File: src/verilog/hub_conn_policy_regs.vh
// Purpose: Constants for the hub port connection policy block
// Assumes: 25 MHz core clock, word-aligned register offsets
// Notes: Capability vectors are {usb4, vendor_tunnel, dp, usb32, usb20}
`ifndef HUB_CONN_POLICY_REGS_VH
`define HUB_CONN_POLICY_REGS_VH

// Register byte offsets
`define REG_CTRL 4'h0
`define REG_STATUS 4'h4
`define REG_PORTS 4'h8
`define REG_MODES 4'hc

// Control field positions and reset value
`define CTRL_PR_PREF_BIT 0
`define CTRL_SRC_PREF_BIT 1
`define CTRL_RESCAN_BIT 2
`define CTRL_RESET 3'h0

// Capability bit positions
`define CAP_USB4 4
`define CAP_VTUN 3
`define CAP_DP 2
`define CAP_USB32 1
`define CAP_USB20 0
`define CAP_FALLBACK 5'h03
`define CAP_NONE 5'h00

// Connection modes
`define MODE_NONE 3'h0
`define MODE_USB4 3'h1
`define MODE_VTUN 3'h2
`define MODE_DP 3'h3
`define MODE_USB32 3'h4
`define MODE_USB20 3'h5

// Enter_USB operation field and upstream link protocol codes
`define OP_USB20 2'h0
`define OP_USB32 2'h1
`define OP_USB4 2'h2

// Timing
`define CLK_KHZ 25000
`define USB4_WAIT_MS 1000
`define USB4_WAIT_CYC (`USB4_WAIT_MS * `CLK_KHZ)
`define ALT_WAIT_MS 1000
`define ALT_WAIT_CYC (`ALT_WAIT_MS * `CLK_KHZ)
`define PORT_RST_CYC 16'h0010

`endif

File: src/verilog/hub_conn_policy.v
// Purpose: Upstream capability tracking and downstream port connection policy of a USB4 hub
// Assumes: PD message layer and port managers run on core_clk_in; their strobes are one-cycle pulses
// Notes: Registers on a plain strobe port, read data valid the cycle after the read strobe
//
// Chosen here: the address map and the address-and-strobe port.
`timescale 1ns/1ps
`include "hub_conn_policy_regs.vh"

module hub_conn_policy #(
    parameter NPORTS = 4,
    parameter [4:0] HUB_CAPS = 5'h1f,
    parameter [31:0] USB4_WAIT_CYC = `USB4_WAIT_CYC,
    parameter [31:0] ALT_WAIT_CYC = `ALT_WAIT_CYC,
    parameter [15:0] PORT_RST_CYC = `PORT_RST_CYC
) (
    // Clock and reset
    input wire core_clk_in,
    input wire rst_n_in,
    // Register port
    input wire [3:0] reg_addr_in,
    input wire [31:0] reg_wdata_in,
    input wire reg_wr_in,
    input wire reg_rd_in,
    output reg [31:0] reg_rdata_out,
    // Upstream port role handling
    input wire ufp_contract_done_in,
    input wire ufp_is_source_in,
    input wire ufp_is_host_role_in,
    output reg pr_swap_req_out,
    output reg dr_swap_req_out,
    // Upstream PD events
    input wire ufp_attach_in,
    input wire data_reset_in,
    input wire enter_usb_rx_in,
    input wire [1:0] enter_usb_op_in,
    input wire [3:1] enter_usb_feat_in,
    input wire enter_usb_host_present_in,
    input wire ufp_partner_is_hub_in,
    input wire enter_mode_rx_in,
    input wire enter_mode_vtun_in,
    input wire enter_mode_dp_in,
    // Upstream link state
    input wire ufp_link_up_in,
    input wire [1:0] ufp_link_proto_in,
    // Upstream status
    output reg host_known_out,
    output reg [4:0] host_cap_out,
    output reg usb32_hub_mode_out,
    output reg billboard_out,
    // Downstream port managers
    input wire [NPORTS-1:0] dfp_attach_in,
    input wire [NPORTS-1:0] dfp_detach_in,
    input wire [NPORTS-1:0] dfp_disc_done_in,
    input wire [4*NPORTS-1:0] dfp_dev_caps_in,
    input wire [NPORTS-1:0] dfp_dev_is_hub_in,
    output wire [NPORTS-1:0] dfp_disc_req_out,
    output wire [3*NPORTS-1:0] dfp_mode_out,
    output wire [NPORTS-1:0] dfp_notify_en_out,
    output wire [NPORTS-1:0] dfp_path_en_out,
    output wire [NPORTS-1:0] dfp_port_reset_out,
    output wire [NPORTS-1:0] dfp_ess_tunnel_out,
    output wire [NPORTS-1:0] dfp_dp_tunnel_out,
    output wire [NPORTS-1:0] dfp_eusb_send_out,
    output wire [NPORTS-1:0] dfp_eusb_hp_out
);

    // Upstream states
    localparam [2:0] U_IDLE = 3'h1;
    localparam [2:0] U_WAIT = 3'h2;
    localparam [2:0] U_DONE = 3'h4;
    // Downstream port states
    localparam [5:0] P_EMPTY = 6'h01;
    localparam [5:0] P_DISC = 6'h02;
    localparam [5:0] P_SPEC = 6'h04;
    localparam [5:0] P_EVAL = 6'h08;
    localparam [5:0] P_ACT = 6'h10;
    localparam [5:0] P_RST = 6'h20;

    reg [2:0] ctrl_reg;
    reg [2:0] ustate_reg;
    reg [31:0] usb4_tmr_reg;
    reg [31:0] alt_tmr_reg;
    reg [4:0] msg_cap_reg;
    reg known_d_reg;
    reg [4:0] cap_d_reg;
    reg recheck_reg;
    wire [4:0] proto_mask;
    wire [4:0] host_cap_next;
    wire host_known_next;
    wire [4:0] port_limit;
    wire [NPORTS-1:0] port_act;

    // Highest mode both sides allow, fixed priority order
    function [2:0] pick_mode;
        input [4:0] caps;
        begin
            pick_mode = caps[`CAP_USB4] ? `MODE_USB4 : caps[`CAP_VTUN] ? `MODE_VTUN :
                        caps[`CAP_DP] ? `MODE_DP : caps[`CAP_USB32] ? `MODE_USB32 : `MODE_USB20;
        end
    endfunction

    // Whether a mode is carried by the given upstream capability set
    function mode_ok;
        input [2:0] mode;
        input [4:0] cap;
        begin
            case (mode)
                `MODE_USB4: mode_ok = cap[`CAP_USB4];
                `MODE_VTUN: mode_ok = cap[`CAP_USB4] | cap[`CAP_VTUN];
                `MODE_DP: mode_ok = cap[`CAP_USB4] | cap[`CAP_DP];
                `MODE_USB32: mode_ok = cap[`CAP_USB4] | cap[`CAP_USB32];
                default: mode_ok = 1'b1;
            endcase
        end
    endfunction

    // Protocol actually reached on the upstream link caps what the message claims
    assign proto_mask = (ufp_link_proto_in == `OP_USB4) ? 5'h1f :
                        (ufp_link_proto_in == `OP_USB32) ? `CAP_FALLBACK : 5'h01;
    assign host_known_next = ustate_reg[2] & ufp_link_up_in;
    assign host_cap_next = host_known_next ? (msg_cap_reg & proto_mask) : `CAP_NONE;
    // Before the host is known, ports connect on the hub's own capabilities
    assign port_limit = host_known_out ? (host_cap_out & HUB_CAPS) : HUB_CAPS;

    // Upstream capability discovery
    always @(posedge core_clk_in or negedge rst_n_in) begin
        if (!rst_n_in) begin
            ustate_reg <= U_IDLE;
            usb4_tmr_reg <= 32'h0000_0000;
            alt_tmr_reg <= 32'h0000_0000;
            msg_cap_reg <= `CAP_NONE;
            billboard_out <= 1'b0;
        end else if (ufp_attach_in || data_reset_in) begin
            ustate_reg <= U_WAIT;
            usb4_tmr_reg <= 32'h0000_0000;
            alt_tmr_reg <= 32'h0000_0000;
            msg_cap_reg <= `CAP_NONE;
            billboard_out <= 1'b0;
        end else begin
            case (ustate_reg)
                U_IDLE: ustate_reg <= U_IDLE;
                U_WAIT: begin
                    usb4_tmr_reg <= usb4_tmr_reg + 32'h0000_0001;
                    alt_tmr_reg <= alt_tmr_reg + 32'h0000_0001;
                    if (enter_usb_rx_in && (enter_usb_host_present_in || !ufp_partner_is_hub_in)) begin
                        // Without the flag an upstream hub speaks only for itself
                        ustate_reg <= U_DONE;
                        case (enter_usb_op_in)
                            `OP_USB4: msg_cap_reg <= {1'b1, enter_usb_feat_in, 1'b1};
                            `OP_USB32: msg_cap_reg <= `CAP_FALLBACK;
                            default: msg_cap_reg <= 5'h01;
                        endcase
                    end else if (enter_mode_rx_in && (enter_mode_vtun_in || enter_mode_dp_in)) begin
                        ustate_reg <= U_DONE;
                        msg_cap_reg <= {1'b0, enter_mode_vtun_in, enter_mode_dp_in, 2'b11};
                    end else if (usb4_tmr_reg >= USB4_WAIT_CYC - 32'h0000_0001 ||
                                 alt_tmr_reg >= ALT_WAIT_CYC - 32'h0000_0001) begin
                        ustate_reg <= U_DONE;
                        msg_cap_reg <= `CAP_FALLBACK;
                        billboard_out <= (usb4_tmr_reg >= USB4_WAIT_CYC - 32'h0000_0001);
                    end
                end
                U_DONE: begin
                    // A later message may still raise the host-present flag
                    if (enter_usb_rx_in && enter_usb_host_present_in && enter_usb_op_in == `OP_USB4) begin
                        msg_cap_reg <= {1'b1, enter_usb_feat_in, 1'b1};
                    end
                end
                default: ustate_reg <= U_IDLE;
            endcase
        end
    end

    // Published host view, and a one-cycle recheck when the host becomes known or its caps change while known
    always @(posedge core_clk_in or negedge rst_n_in) begin
        if (!rst_n_in) begin
            host_known_out <= 1'b0;
            host_cap_out <= `CAP_NONE;
            known_d_reg <= 1'b0;
            cap_d_reg <= `CAP_NONE;
            recheck_reg <= 1'b0;
            usb32_hub_mode_out <= 1'b0;
        end else begin
            host_known_out <= host_known_next;
            host_cap_out <= host_cap_next;
            known_d_reg <= host_known_out;
            cap_d_reg <= host_cap_out;
            recheck_reg <= host_known_out && (!known_d_reg || cap_d_reg != host_cap_out);
            usb32_hub_mode_out <= host_known_next && !host_cap_next[`CAP_USB4];
        end
    end

    // Role swaps after each contract
    always @(posedge core_clk_in or negedge rst_n_in) begin
        if (!rst_n_in) begin
            pr_swap_req_out <= 1'b0;
            dr_swap_req_out <= 1'b0;
        end else begin
            pr_swap_req_out <= ufp_contract_done_in && ctrl_reg[`CTRL_PR_PREF_BIT] &&
                               (ufp_is_source_in != ctrl_reg[`CTRL_SRC_PREF_BIT]);
            dr_swap_req_out <= ufp_contract_done_in && ufp_is_host_role_in;
        end
    end

    // One policy engine per downstream port
    genvar gi;
    generate
        for (gi = 0; gi < NPORTS; gi = gi + 1) begin : g_port
            reg [5:0] st_reg;
            reg [2:0] mode_reg;
            reg [15:0] rst_cnt_reg;
            reg was_dp_reg;
            reg disc_req_reg;
            reg notify_reg;
            reg path_reg;
            reg ess_reg;
            reg dpt_reg;
            reg send_reg;
            reg hp_reg;
            reg rst_out_reg;
            reg spec_sent_reg;
            wire [4:0] dev_caps;
            assign dev_caps = {dfp_dev_caps_in[4*gi+3 -: 4], 1'b1};
            always @(posedge core_clk_in or negedge rst_n_in) begin
                if (!rst_n_in) begin
                    st_reg <= P_EMPTY;
                    mode_reg <= `MODE_NONE;
                    rst_cnt_reg <= 16'h0000;
                    was_dp_reg <= 1'b0;
                    disc_req_reg <= 1'b0;
                    notify_reg <= 1'b0;
                    path_reg <= 1'b0;
                    ess_reg <= 1'b0;
                    dpt_reg <= 1'b0;
                    send_reg <= 1'b0;
                    hp_reg <= 1'b0;
                    rst_out_reg <= 1'b0;
                    spec_sent_reg <= 1'b0;
                end else if (dfp_detach_in[gi]) begin
                    st_reg <= P_EMPTY;
                    mode_reg <= `MODE_NONE;
                    was_dp_reg <= 1'b0;
                    disc_req_reg <= 1'b0;
                    notify_reg <= 1'b0;
                    path_reg <= 1'b0;
                    ess_reg <= 1'b0;
                    dpt_reg <= 1'b0;
                    send_reg <= 1'b0;
                    hp_reg <= 1'b0;
                    rst_out_reg <= 1'b0;
                end else begin
                    disc_req_reg <= 1'b0;
                    send_reg <= 1'b0;
                    case (st_reg)
                        P_EMPTY: begin
                            if (dfp_attach_in[gi]) begin
                                st_reg <= P_DISC;
                                disc_req_reg <= 1'b1;
                            end
                        end
                        P_DISC: begin
                            // A silent device still ends discovery, with no caps reported
                            if (dfp_disc_done_in[gi]) begin
                                if (was_dp_reg && !port_limit[`CAP_USB4] && !port_limit[`CAP_DP]) begin
                                    mode_reg <= `MODE_USB20;
                                end else begin
                                    mode_reg <= pick_mode(dev_caps & port_limit);
                                end
                                st_reg <= host_known_out ? P_EVAL : P_SPEC;
                                was_dp_reg <= 1'b0;
                                spec_sent_reg <= 1'b0;
                            end
                        end
                        P_SPEC: begin
                            notify_reg <= 1'b0;
                            path_reg <= 1'b0;
                            // Downstream hub learns the caps are not yet the host's
                            if (mode_reg == `MODE_USB4 && dfp_dev_is_hub_in[gi] && !spec_sent_reg) begin
                                send_reg <= 1'b1;
                                spec_sent_reg <= 1'b1;
                            end
                            if (host_known_out) begin
                                st_reg <= P_EVAL;
                            end
                        end
                        P_EVAL: begin
                            if (mode_ok(mode_reg, host_cap_out & HUB_CAPS)) begin
                                st_reg <= P_ACT;
                                notify_reg <= 1'b1;
                                path_reg <= 1'b1;
                                ess_reg <= host_cap_out[`CAP_USB4] &&
                                           (mode_reg == `MODE_USB32 || mode_reg == `MODE_DP);
                                dpt_reg <= host_cap_out[`CAP_USB4] && mode_reg == `MODE_DP;
                                if (mode_reg == `MODE_USB4 && dfp_dev_is_hub_in[gi] && !hp_reg) begin
                                    send_reg <= 1'b1;
                                    hp_reg <= 1'b1;
                                end
                            end else begin
                                st_reg <= P_RST;
                                rst_out_reg <= 1'b1; // Held through teardown, dropped on reconnect
                                was_dp_reg <= (mode_reg == `MODE_DP);
                                rst_cnt_reg <= 16'h0000;
                                notify_reg <= 1'b0;
                                path_reg <= 1'b0;
                                ess_reg <= 1'b0;
                                dpt_reg <= 1'b0;
                                hp_reg <= 1'b0;
                            end
                        end
                        P_ACT: begin
                            st_reg <= (recheck_reg || ctrl_reg[`CTRL_RESCAN_BIT]) ? P_EVAL : P_ACT;
                        end
                        P_RST: begin
                            rst_cnt_reg <= rst_cnt_reg + 16'h0001;
                            if (rst_cnt_reg >= PORT_RST_CYC - 16'h0001) begin
                                st_reg <= P_DISC;
                                mode_reg <= `MODE_NONE;
                                disc_req_reg <= 1'b1;
                                rst_out_reg <= 1'b0;
                            end
                        end
                        default: st_reg <= P_EMPTY;
                    endcase
                end
            end
            assign port_act[gi] = (st_reg == P_ACT);
            assign dfp_disc_req_out[gi] = disc_req_reg;
            assign dfp_mode_out[3*gi+2 -: 3] = mode_reg;
            assign dfp_notify_en_out[gi] = notify_reg;
            assign dfp_path_en_out[gi] = path_reg;
            assign dfp_port_reset_out[gi] = rst_out_reg;
            assign dfp_ess_tunnel_out[gi] = ess_reg;
            assign dfp_dp_tunnel_out[gi] = dpt_reg;
            assign dfp_eusb_send_out[gi] = send_reg;
            assign dfp_eusb_hp_out[gi] = hp_reg;
        end
    endgenerate

    // Register writes; rescan is a self-clearing command bit
    always @(posedge core_clk_in or negedge rst_n_in) begin
        if (!rst_n_in) begin
            ctrl_reg <= `CTRL_RESET;
        end else if (reg_wr_in && reg_addr_in == `REG_CTRL) begin
            ctrl_reg <= reg_wdata_in[2:0];
        end else begin
            ctrl_reg[`CTRL_RESCAN_BIT] <= 1'b0;
        end
    end

    // Register reads, data one cycle after the strobe; unmapped reads return zero
    always @(posedge core_clk_in or negedge rst_n_in) begin
        if (!rst_n_in) begin
            reg_rdata_out <= 32'h0000_0000;
        end else if (reg_rd_in) begin
            case (reg_addr_in)
                `REG_CTRL: reg_rdata_out <= {29'h0000_0000, ctrl_reg};
                `REG_STATUS: reg_rdata_out <= {16'h0000, billboard_out, usb32_hub_mode_out, host_known_out,
                                               ustate_reg, msg_cap_reg, host_cap_out};
                `REG_PORTS: reg_rdata_out <= {{(32-NPORTS){1'b0}}, port_act};
                `REG_MODES: reg_rdata_out <= {{(32-3*NPORTS){1'b0}}, dfp_mode_out};
                default: reg_rdata_out <= 32'h0000_0000;
            endcase
        end else begin
            reg_rdata_out <= 32'h0000_0000;
        end
    end

endmodule

File: config.mk
export PLATFORM = sky130hd
export DESIGN_NAME = hub_conn_policy
export DESIGN_NICKNAME = d
export VERILOG_FILES = /design/src/verilog/hub_conn_policy.v
export VERILOG_INCLUDE_DIRS = /design/src /design/src/verilog
export SDC_FILE = /design/constraint.sdc
export NUM_CORES = 1
export LEC_CHECK = 0
export ABC_AREA = 1
export BUFFER_PORTS_ARGS = -buffer_cell sky130_fd_sc_hd__buf_2
export CAP_MARGIN = 10
export CORE_ASPECT_RATIO = 0.7
export CORE_MARGIN = 2
export CORE_UTILIZATION = 55
export CTS_BUF_LIST = sky130_fd_sc_hd__clkbuf_4 sky130_fd_sc_hd__clkbuf_8
export CTS_CLUSTER_DIAMETER = 80
export CTS_CLUSTER_SIZE = 20
export DETAILED_ROUTE_END_ITERATION = 16
export PLACE_DENSITY = 0.76
export RECOVER_POWER = 25
export SYNTH_ARGS = -nofsm -noshare
export SYNTH_HDL_FRONTEND = slang
export SYNTH_SLANG_ARGS = --single-unit
File: constraint.sdc
create_clock -name core_clk_in -period 2.3 [get_ports core_clk_in]
set_input_delay 0.46 -clock core_clk_in [delete_from_list [all_inputs] [get_ports core_clk_in]]
set_output_delay 0.46 -clock core_clk_in [all_outputs]
set_load 0.05 [all_outputs]
# After elaboration in Yosys (flattened, before gate mapping)
# Index checks and enable logic that the tools add are counted.
dict set report op_classes {
  reduce_logical 124
  mux 239
  n_eq_ne 92
  n_addsub 6
  magnitude_cmp 6
  bitwise 13
}
# cell n
set ops {}
lappend ops {{32-bit two-way mux} 5}
lappend ops {{6-bit case mux with 6 select lines} 4}
lappend ops {{16-bit case mux with 2 select lines} 4}
lappend ops {{6-bit two-way mux} 21}
lappend ops {{1-bit two-way mux} 122}
lappend ops {{3-bit two-way mux} 32}
lappend ops {{16-bit by 1-bit adder with 16-bit output, second input constant} 4}
lappend ops {{32-bit by 1-bit adder with 32-bit output, second input constant} 2}
lappend ops {{16-bit by 4-bit >= comparator with 1-bit output, second input constant} 4}
lappend ops {{32-bit by 25-bit >= comparator with 1-bit output, second input constant} 2}
lappend ops {{16-bit two-way mux} 4}
lappend ops {{16-bit case mux with 4 select lines} 1}
lappend ops {{3-bit != test, second input constant} 21}
lappend ops {{3-bit AND reduction} 17}
lappend ops {{3-bit nonzero test} 17}
lappend ops {{1-bit case mux with 2 select lines} 24}
lappend ops {{5-bit two-way mux} 9}
lappend ops {{1-bit logical AND} 38}
lappend ops {{4-bit AND reduction} 9}
lappend ops {{2-bit != test, second input constant} 15}
lappend ops {{3-bit case mux with 2 select lines} 5}
lappend ops {{2-bit nonzero test} 14}
lappend ops {{3-bit by 2-bit equality test with 1-bit output, second input constant} 9}
lappend ops {{5-bit AND} 5}
lappend ops {{other kinds (27)} 92}
dict set report totals {
  ff_bits 260
  wordCells 544
  output_inout_bits 86
  inputBits 91
}

# Depth between registers and ports, before layout
dict set report depth {
  ltp_word 10
  mapped_depth 12
  ltp_nobuf 12
}

# Worst setup path after synthesis
# OpenSTA, ideal clock, no wires.
dict set report synth_timing {
  path_type {register -> register}
  from {reg g_port[2].mode_reg[2]}
  to {reg g_port[2].rst_cnt_reg[6]}
  period_less_slack_ns 1.932
  arrival_ns 1.849
  n_path_buf 2
  path_stages_with_launch 13
  setup_ns 0.083
  slack_ns 0.368
  required_ns 2.217
  cell_sequence {dfrtp_1 > inv_1 > nand3_2 > inv_2 > a21oi_1 > nand3_1 > nand2_2 > nand2_2 > nand2_2 > buf_6 > buf_6 > nand2_1 > o21ai_0}
}
dict set report synth_between {
  elab_chain_len 6
  elab_cells_between_ends 9
  cone_classes {eq/ne (5); mux (3); reduce/logical (1)}
}
# item line
set synth_rtl {}
lappend synth_rtl {{from (decl)} hub_conn_policy.v:210} ;# reg [2:0] mode_reg;
lappend synth_rtl {{from (signal assigned)} hub_conn_policy.v:227} ;# mode_reg <= `MODE_NONE;
lappend synth_rtl {{from (signal assigned)} hub_conn_policy.v:241} ;# mode_reg <= `MODE_NONE;
lappend synth_rtl {{from (signal assigned)} hub_conn_policy.v:265} ;# mode_reg <= `MODE_USB20;
lappend synth_rtl {{3-bit equality test, or another cell as far along} hub_conn_policy.v:107} ;# case (mode)
lappend synth_rtl {{1-bit case mux with 4 select lines *} hub_conn_policy.v:107}
lappend synth_rtl {{1-bit two-way mux *} hub_conn_policy.v:254} ;# case (st_reg)
lappend synth_rtl {{1-bit two-way mux *} hub_conn_policy.v:239} ;# end else if (dfp_detach_in[gi]) begin
lappend synth_rtl {{2-bit != test (no source line) *} -}
lappend synth_rtl {{3-bit AND reduction (no source line) *} -}
lappend synth_rtl {{to (signal assigned)} hub_conn_policy.v:314} ;# rst_cnt_reg <= rst_cnt_reg + 16'h0001;
lappend synth_rtl {{to (decl)} hub_conn_policy.v:211} ;# reg [15:0] rst_cnt_reg;
# Mark *: on every way between the ends. The rest lies on a longest branch, timed or not. The select of a mux whose other input is x is not followed.
# A chain may end at the register's enable or synchronous reset.

# Worst setup path after layout
dict set report layout_timing {
  from {reg host_known_out}
  to {out host_known_out}
}
# item line
set layout_rtl {}
lappend layout_rtl {{from (decl)} hub_conn_policy.v:46} ;# output reg host_known_out,
lappend layout_rtl {{from (signal assigned)} hub_conn_policy.v:184} ;# host_known_out <= host_known_next;
# No word-level cell between the ends.

==> reports/qor.yml <==
status: "complete, but fails checks"
violations: "capacitance limit, slew limit"
pwr-share-comb_pct: 20.5
num-fill-cells: 2386
yosysWarnings: 0
hp-start: "ufp_is_source_in"
grt_pass1_vias: 12609
cp.arrival_ps: 1810
rsz0062_at_grt: "false"
crit_path_cell_trace: "clkbuf_1, buf_2"
grt_pass1_wl_mm: 63.54
synth.area.mux_share_pct: 0.1546
critPathCaptureType: "primary output"
synth-edff-count: 0
min_to: "pr_swap_req_out"
io_buffers: 131
hpwlAfterDp_mm: 29.34
multi_input_area_um2: 7056
hold_path_depth: 2
clkPwrFrac_pct: 25.9
nNetsFinal: 2212
fin_skew_ps: 24.51
netlist_area_um2: 14570
slowest_delay_ps: 520
synth_top_area_cell: "dfrtp_1"
place_area_um2: 15500
initial_utilization_pct: 56.31
wl_mm: 38.66
grt_max_degree: 59
final_max_slew_viol_count: 57
yosysTopAreaCellShare_pct: 41.05
numClockSinks: 244
slew_headroom_pct: -6.835
reg2reg_from: "host_cap_out[4]"
maxCapViolCount: 1
min_path_type: "input pin to flip-flop"
postRouteAntennaNets: 0
fin_crit_ps: 2269
gr-total-overflow: 0
clockBufferDepth: 3
yosys_register_bits: 244
coreArea_um2: 25870
p_int_uw: 6078
async_flop_share_pct: 100.0
clkLatencyLatePin_ps: 550
cts_root_buffer: "clkbuf_8"
antenna_found_initial: 1
clk_pin_slew_ps: 130
setup_ws_ps: 31.03
avgViaCountPerCell: 5.478
ioPinCount: 177
synth_xor_area_share_pct: 2.826
htree_levels: 1
synth_simple_gate_area_share_pct: 33.52
switching_power_uw: 3098
finalNonFillerCells: 2479
irDropWorstVdd_mv: 0.4539
switching_share_pct: 33.76
synth-main-ff-cell: "dfrtp_1"
path_max_fanout: 8
largest_reg_flops: 64
drt_pass1_iterations: 6
yosysUniqueCellTypes: 57
place_inst: 2450
fmax_ghz: 0.4407
regArea_um2: 6112
cts_buffers: 16
netlist_top_cells_area: "dfrtp_1 (41%), nand2_1 (12%), inv_1 (6.2%), nor2_1 (6.2%), nand3_1 (5.3%)"
num_rows: 49
vias: 13579
finalSetupViolations: 0
synthCells: 1997
fin_crit_sh_pct: 98.65
ys_seq_area_share_pct: 41.96
fin_total_pwr_uw: 9176
postSynthAreaPerCell_um2: 7.295
path_class: "flip-flop to primary output"
synth_compound_area_share_pct: 10.56
final_hold_viol_count: 0
place.gp.congestion: 0.9330
synth_top_family_by_area: "simple AND/OR/NAND/NOR gates"
drive_gt1_share_pct: 12.87
worst_pin_slew_ps: 1603
grt_use_total_pct: 28.19
cts_setup_buffers: 0
crit_family: "buffers and inverters"
worst_path_max_delay_cell: "clkbuf_1"
fin_setup_tns_ps: 0
pre_cts_slack_ps: 208.9
critPathBufInv: 2
cts_tree: "done"
die_area_um2: 27830
cp-start-kind: "flip-flop"
dieWidth_um: 198.5
area_delta_synth_final_pct: 8.640
cp_data_required_time_ps: 1840
drc: 0
rrSetupSlack_ps: 170
seqPwrFrac_pct: 53.6
die_h_um: 140.2
design_area_um2: 15830
timing.rr.end: "g_port[3].rst_cnt_reg[11]"
wl_per_cell_um: 15.59
p_per_area_nw_per_um2: 579.8
power_leakage_uw: 0.007706
worstRegToRegCells: 10
synth_adder_area_share_pct: 0.7730
drtIter0Drc: 1113
==> layer usage <==
metal / wire length, um / global-route usage, % / part of all wire (%) / up-vias
li1: - / - / - / 6707
met1: 18490 / 43.35 / 48 / 6351
met2: 16310 / 42.09 / 42 / 457
met3: 2797 / 3.419 / 7.2 / 64
met4: 1059 / 7.541 / 2.7 / 0
met5: 0 / 0 / 0 / -
==> cells in the mapped netlist, drive strengths merged (5+ instances only) <==
cell    instances
nand2         484
nor2          252
inv           247
dfrtp         239
nand3         161
o21ai         152
nand4          78
nor3           72
a21oi          68
buf            62
xor2           43
or2            24
clkbuf         21
o31ai          14
nand3b         10
ha              9
dfstp           5
o211ai          5
o22ai           5
==> logic make-up after synthesis <==
| family | count (synthesis) |
|---|---|
| simple gates | 1091 |
| compound gates | 272 |
| buf+inv | 331 |
| fa+ha+maj | 9 |
| xor+xnor | 47 |
| mux | 2 |
| flops | 244 |
| other cells | 1 |
==> per-stage QoR <==
step / hold slack, ps / util (%)
3_5_place_dp: 426.6 / 59.91
5_1_grt: 90.34 / 61.16
6_report: 101.0 / 61.17
3_3_place_gp: 423.5 / 59.91
2_1_floorplan: 164.4 / -
4_1_cts: 74.20 / 61.23
==> worst max path at each step <==
stage | cells past startpoint | slack, ps | start | to
after global routing | 9 | 6 | host_cap_out[4] | g_port[0].rst_cnt_reg[7]
after global placement | 12 | 260 | alt_tmr_reg[0] | msg_cap_reg[0]
final | 2 | 30 | host_known_out | host_known_out
after detailed placement | 9 | 210 | host_cap_out[4] | g_port[3].rst_cnt_reg[12]
after floorplan | 12 | 370 | g_port[2].mode_reg[2] | g_port[2].rst_cnt_reg[6]
after CTS | 10 | 200 | host_cap_out[4] | g_port[3].rst_cnt_reg[11]
==> layout make-up <==
cell class	instances	share of cell area, %
timing repair buffer	165	5.977
clock buffer	24	1.810
inverter	248	5.882
sequential	244	38.62
multi-input combinational	1437	44.58
tap	357	2.822
antenna	1	0.01581
clock inverter	3	0.2925
==> power by group through the flow <==
stage	clock, uW	combinational (uW)	sequential, uW
6_report	2380	1880	4920
3_5_place_dp	0	1860	4990
2_1_floorplan	0	1240	5050
4_1_cts	2450	1870	4910
5_1_grt	2590	2100	4960
3_3_place_gp	0	1820	4980
==> timing repair <==
item	CTS	global route
hold buffers	1	0
hold endpoints to repair	51	0
resized for setup	0	4
setup endpoints to repair	0	7
==> cells in the final DEF (no fill, tap or decap), types with 5 or more instances in the layout <==
cell	count
nand3_2	5
o31ai_1	14
buf_4	25
buf_2	129
o21ai_0	132
a21oi_1	63
o211ai_1	5
nand4_1	74
nand3b_1	10
conb_1	16
o21ai_1	14
nand2_1	474
inv_2	6
dfrtp_1	239
nor3_1	69
nand3_1	153
inv_1	241
or2_2	24
clkbuf_8	17
nand2_2	8
a21oi_2	5
nor2_2	9
o21ai_2	6
xor2_1	43
dfstp_2	5
ha_1	9
clkbuf_4	7
nor2_1	239
o22ai_1	5
Note: power is estimated with default switching activity, not from simulation.
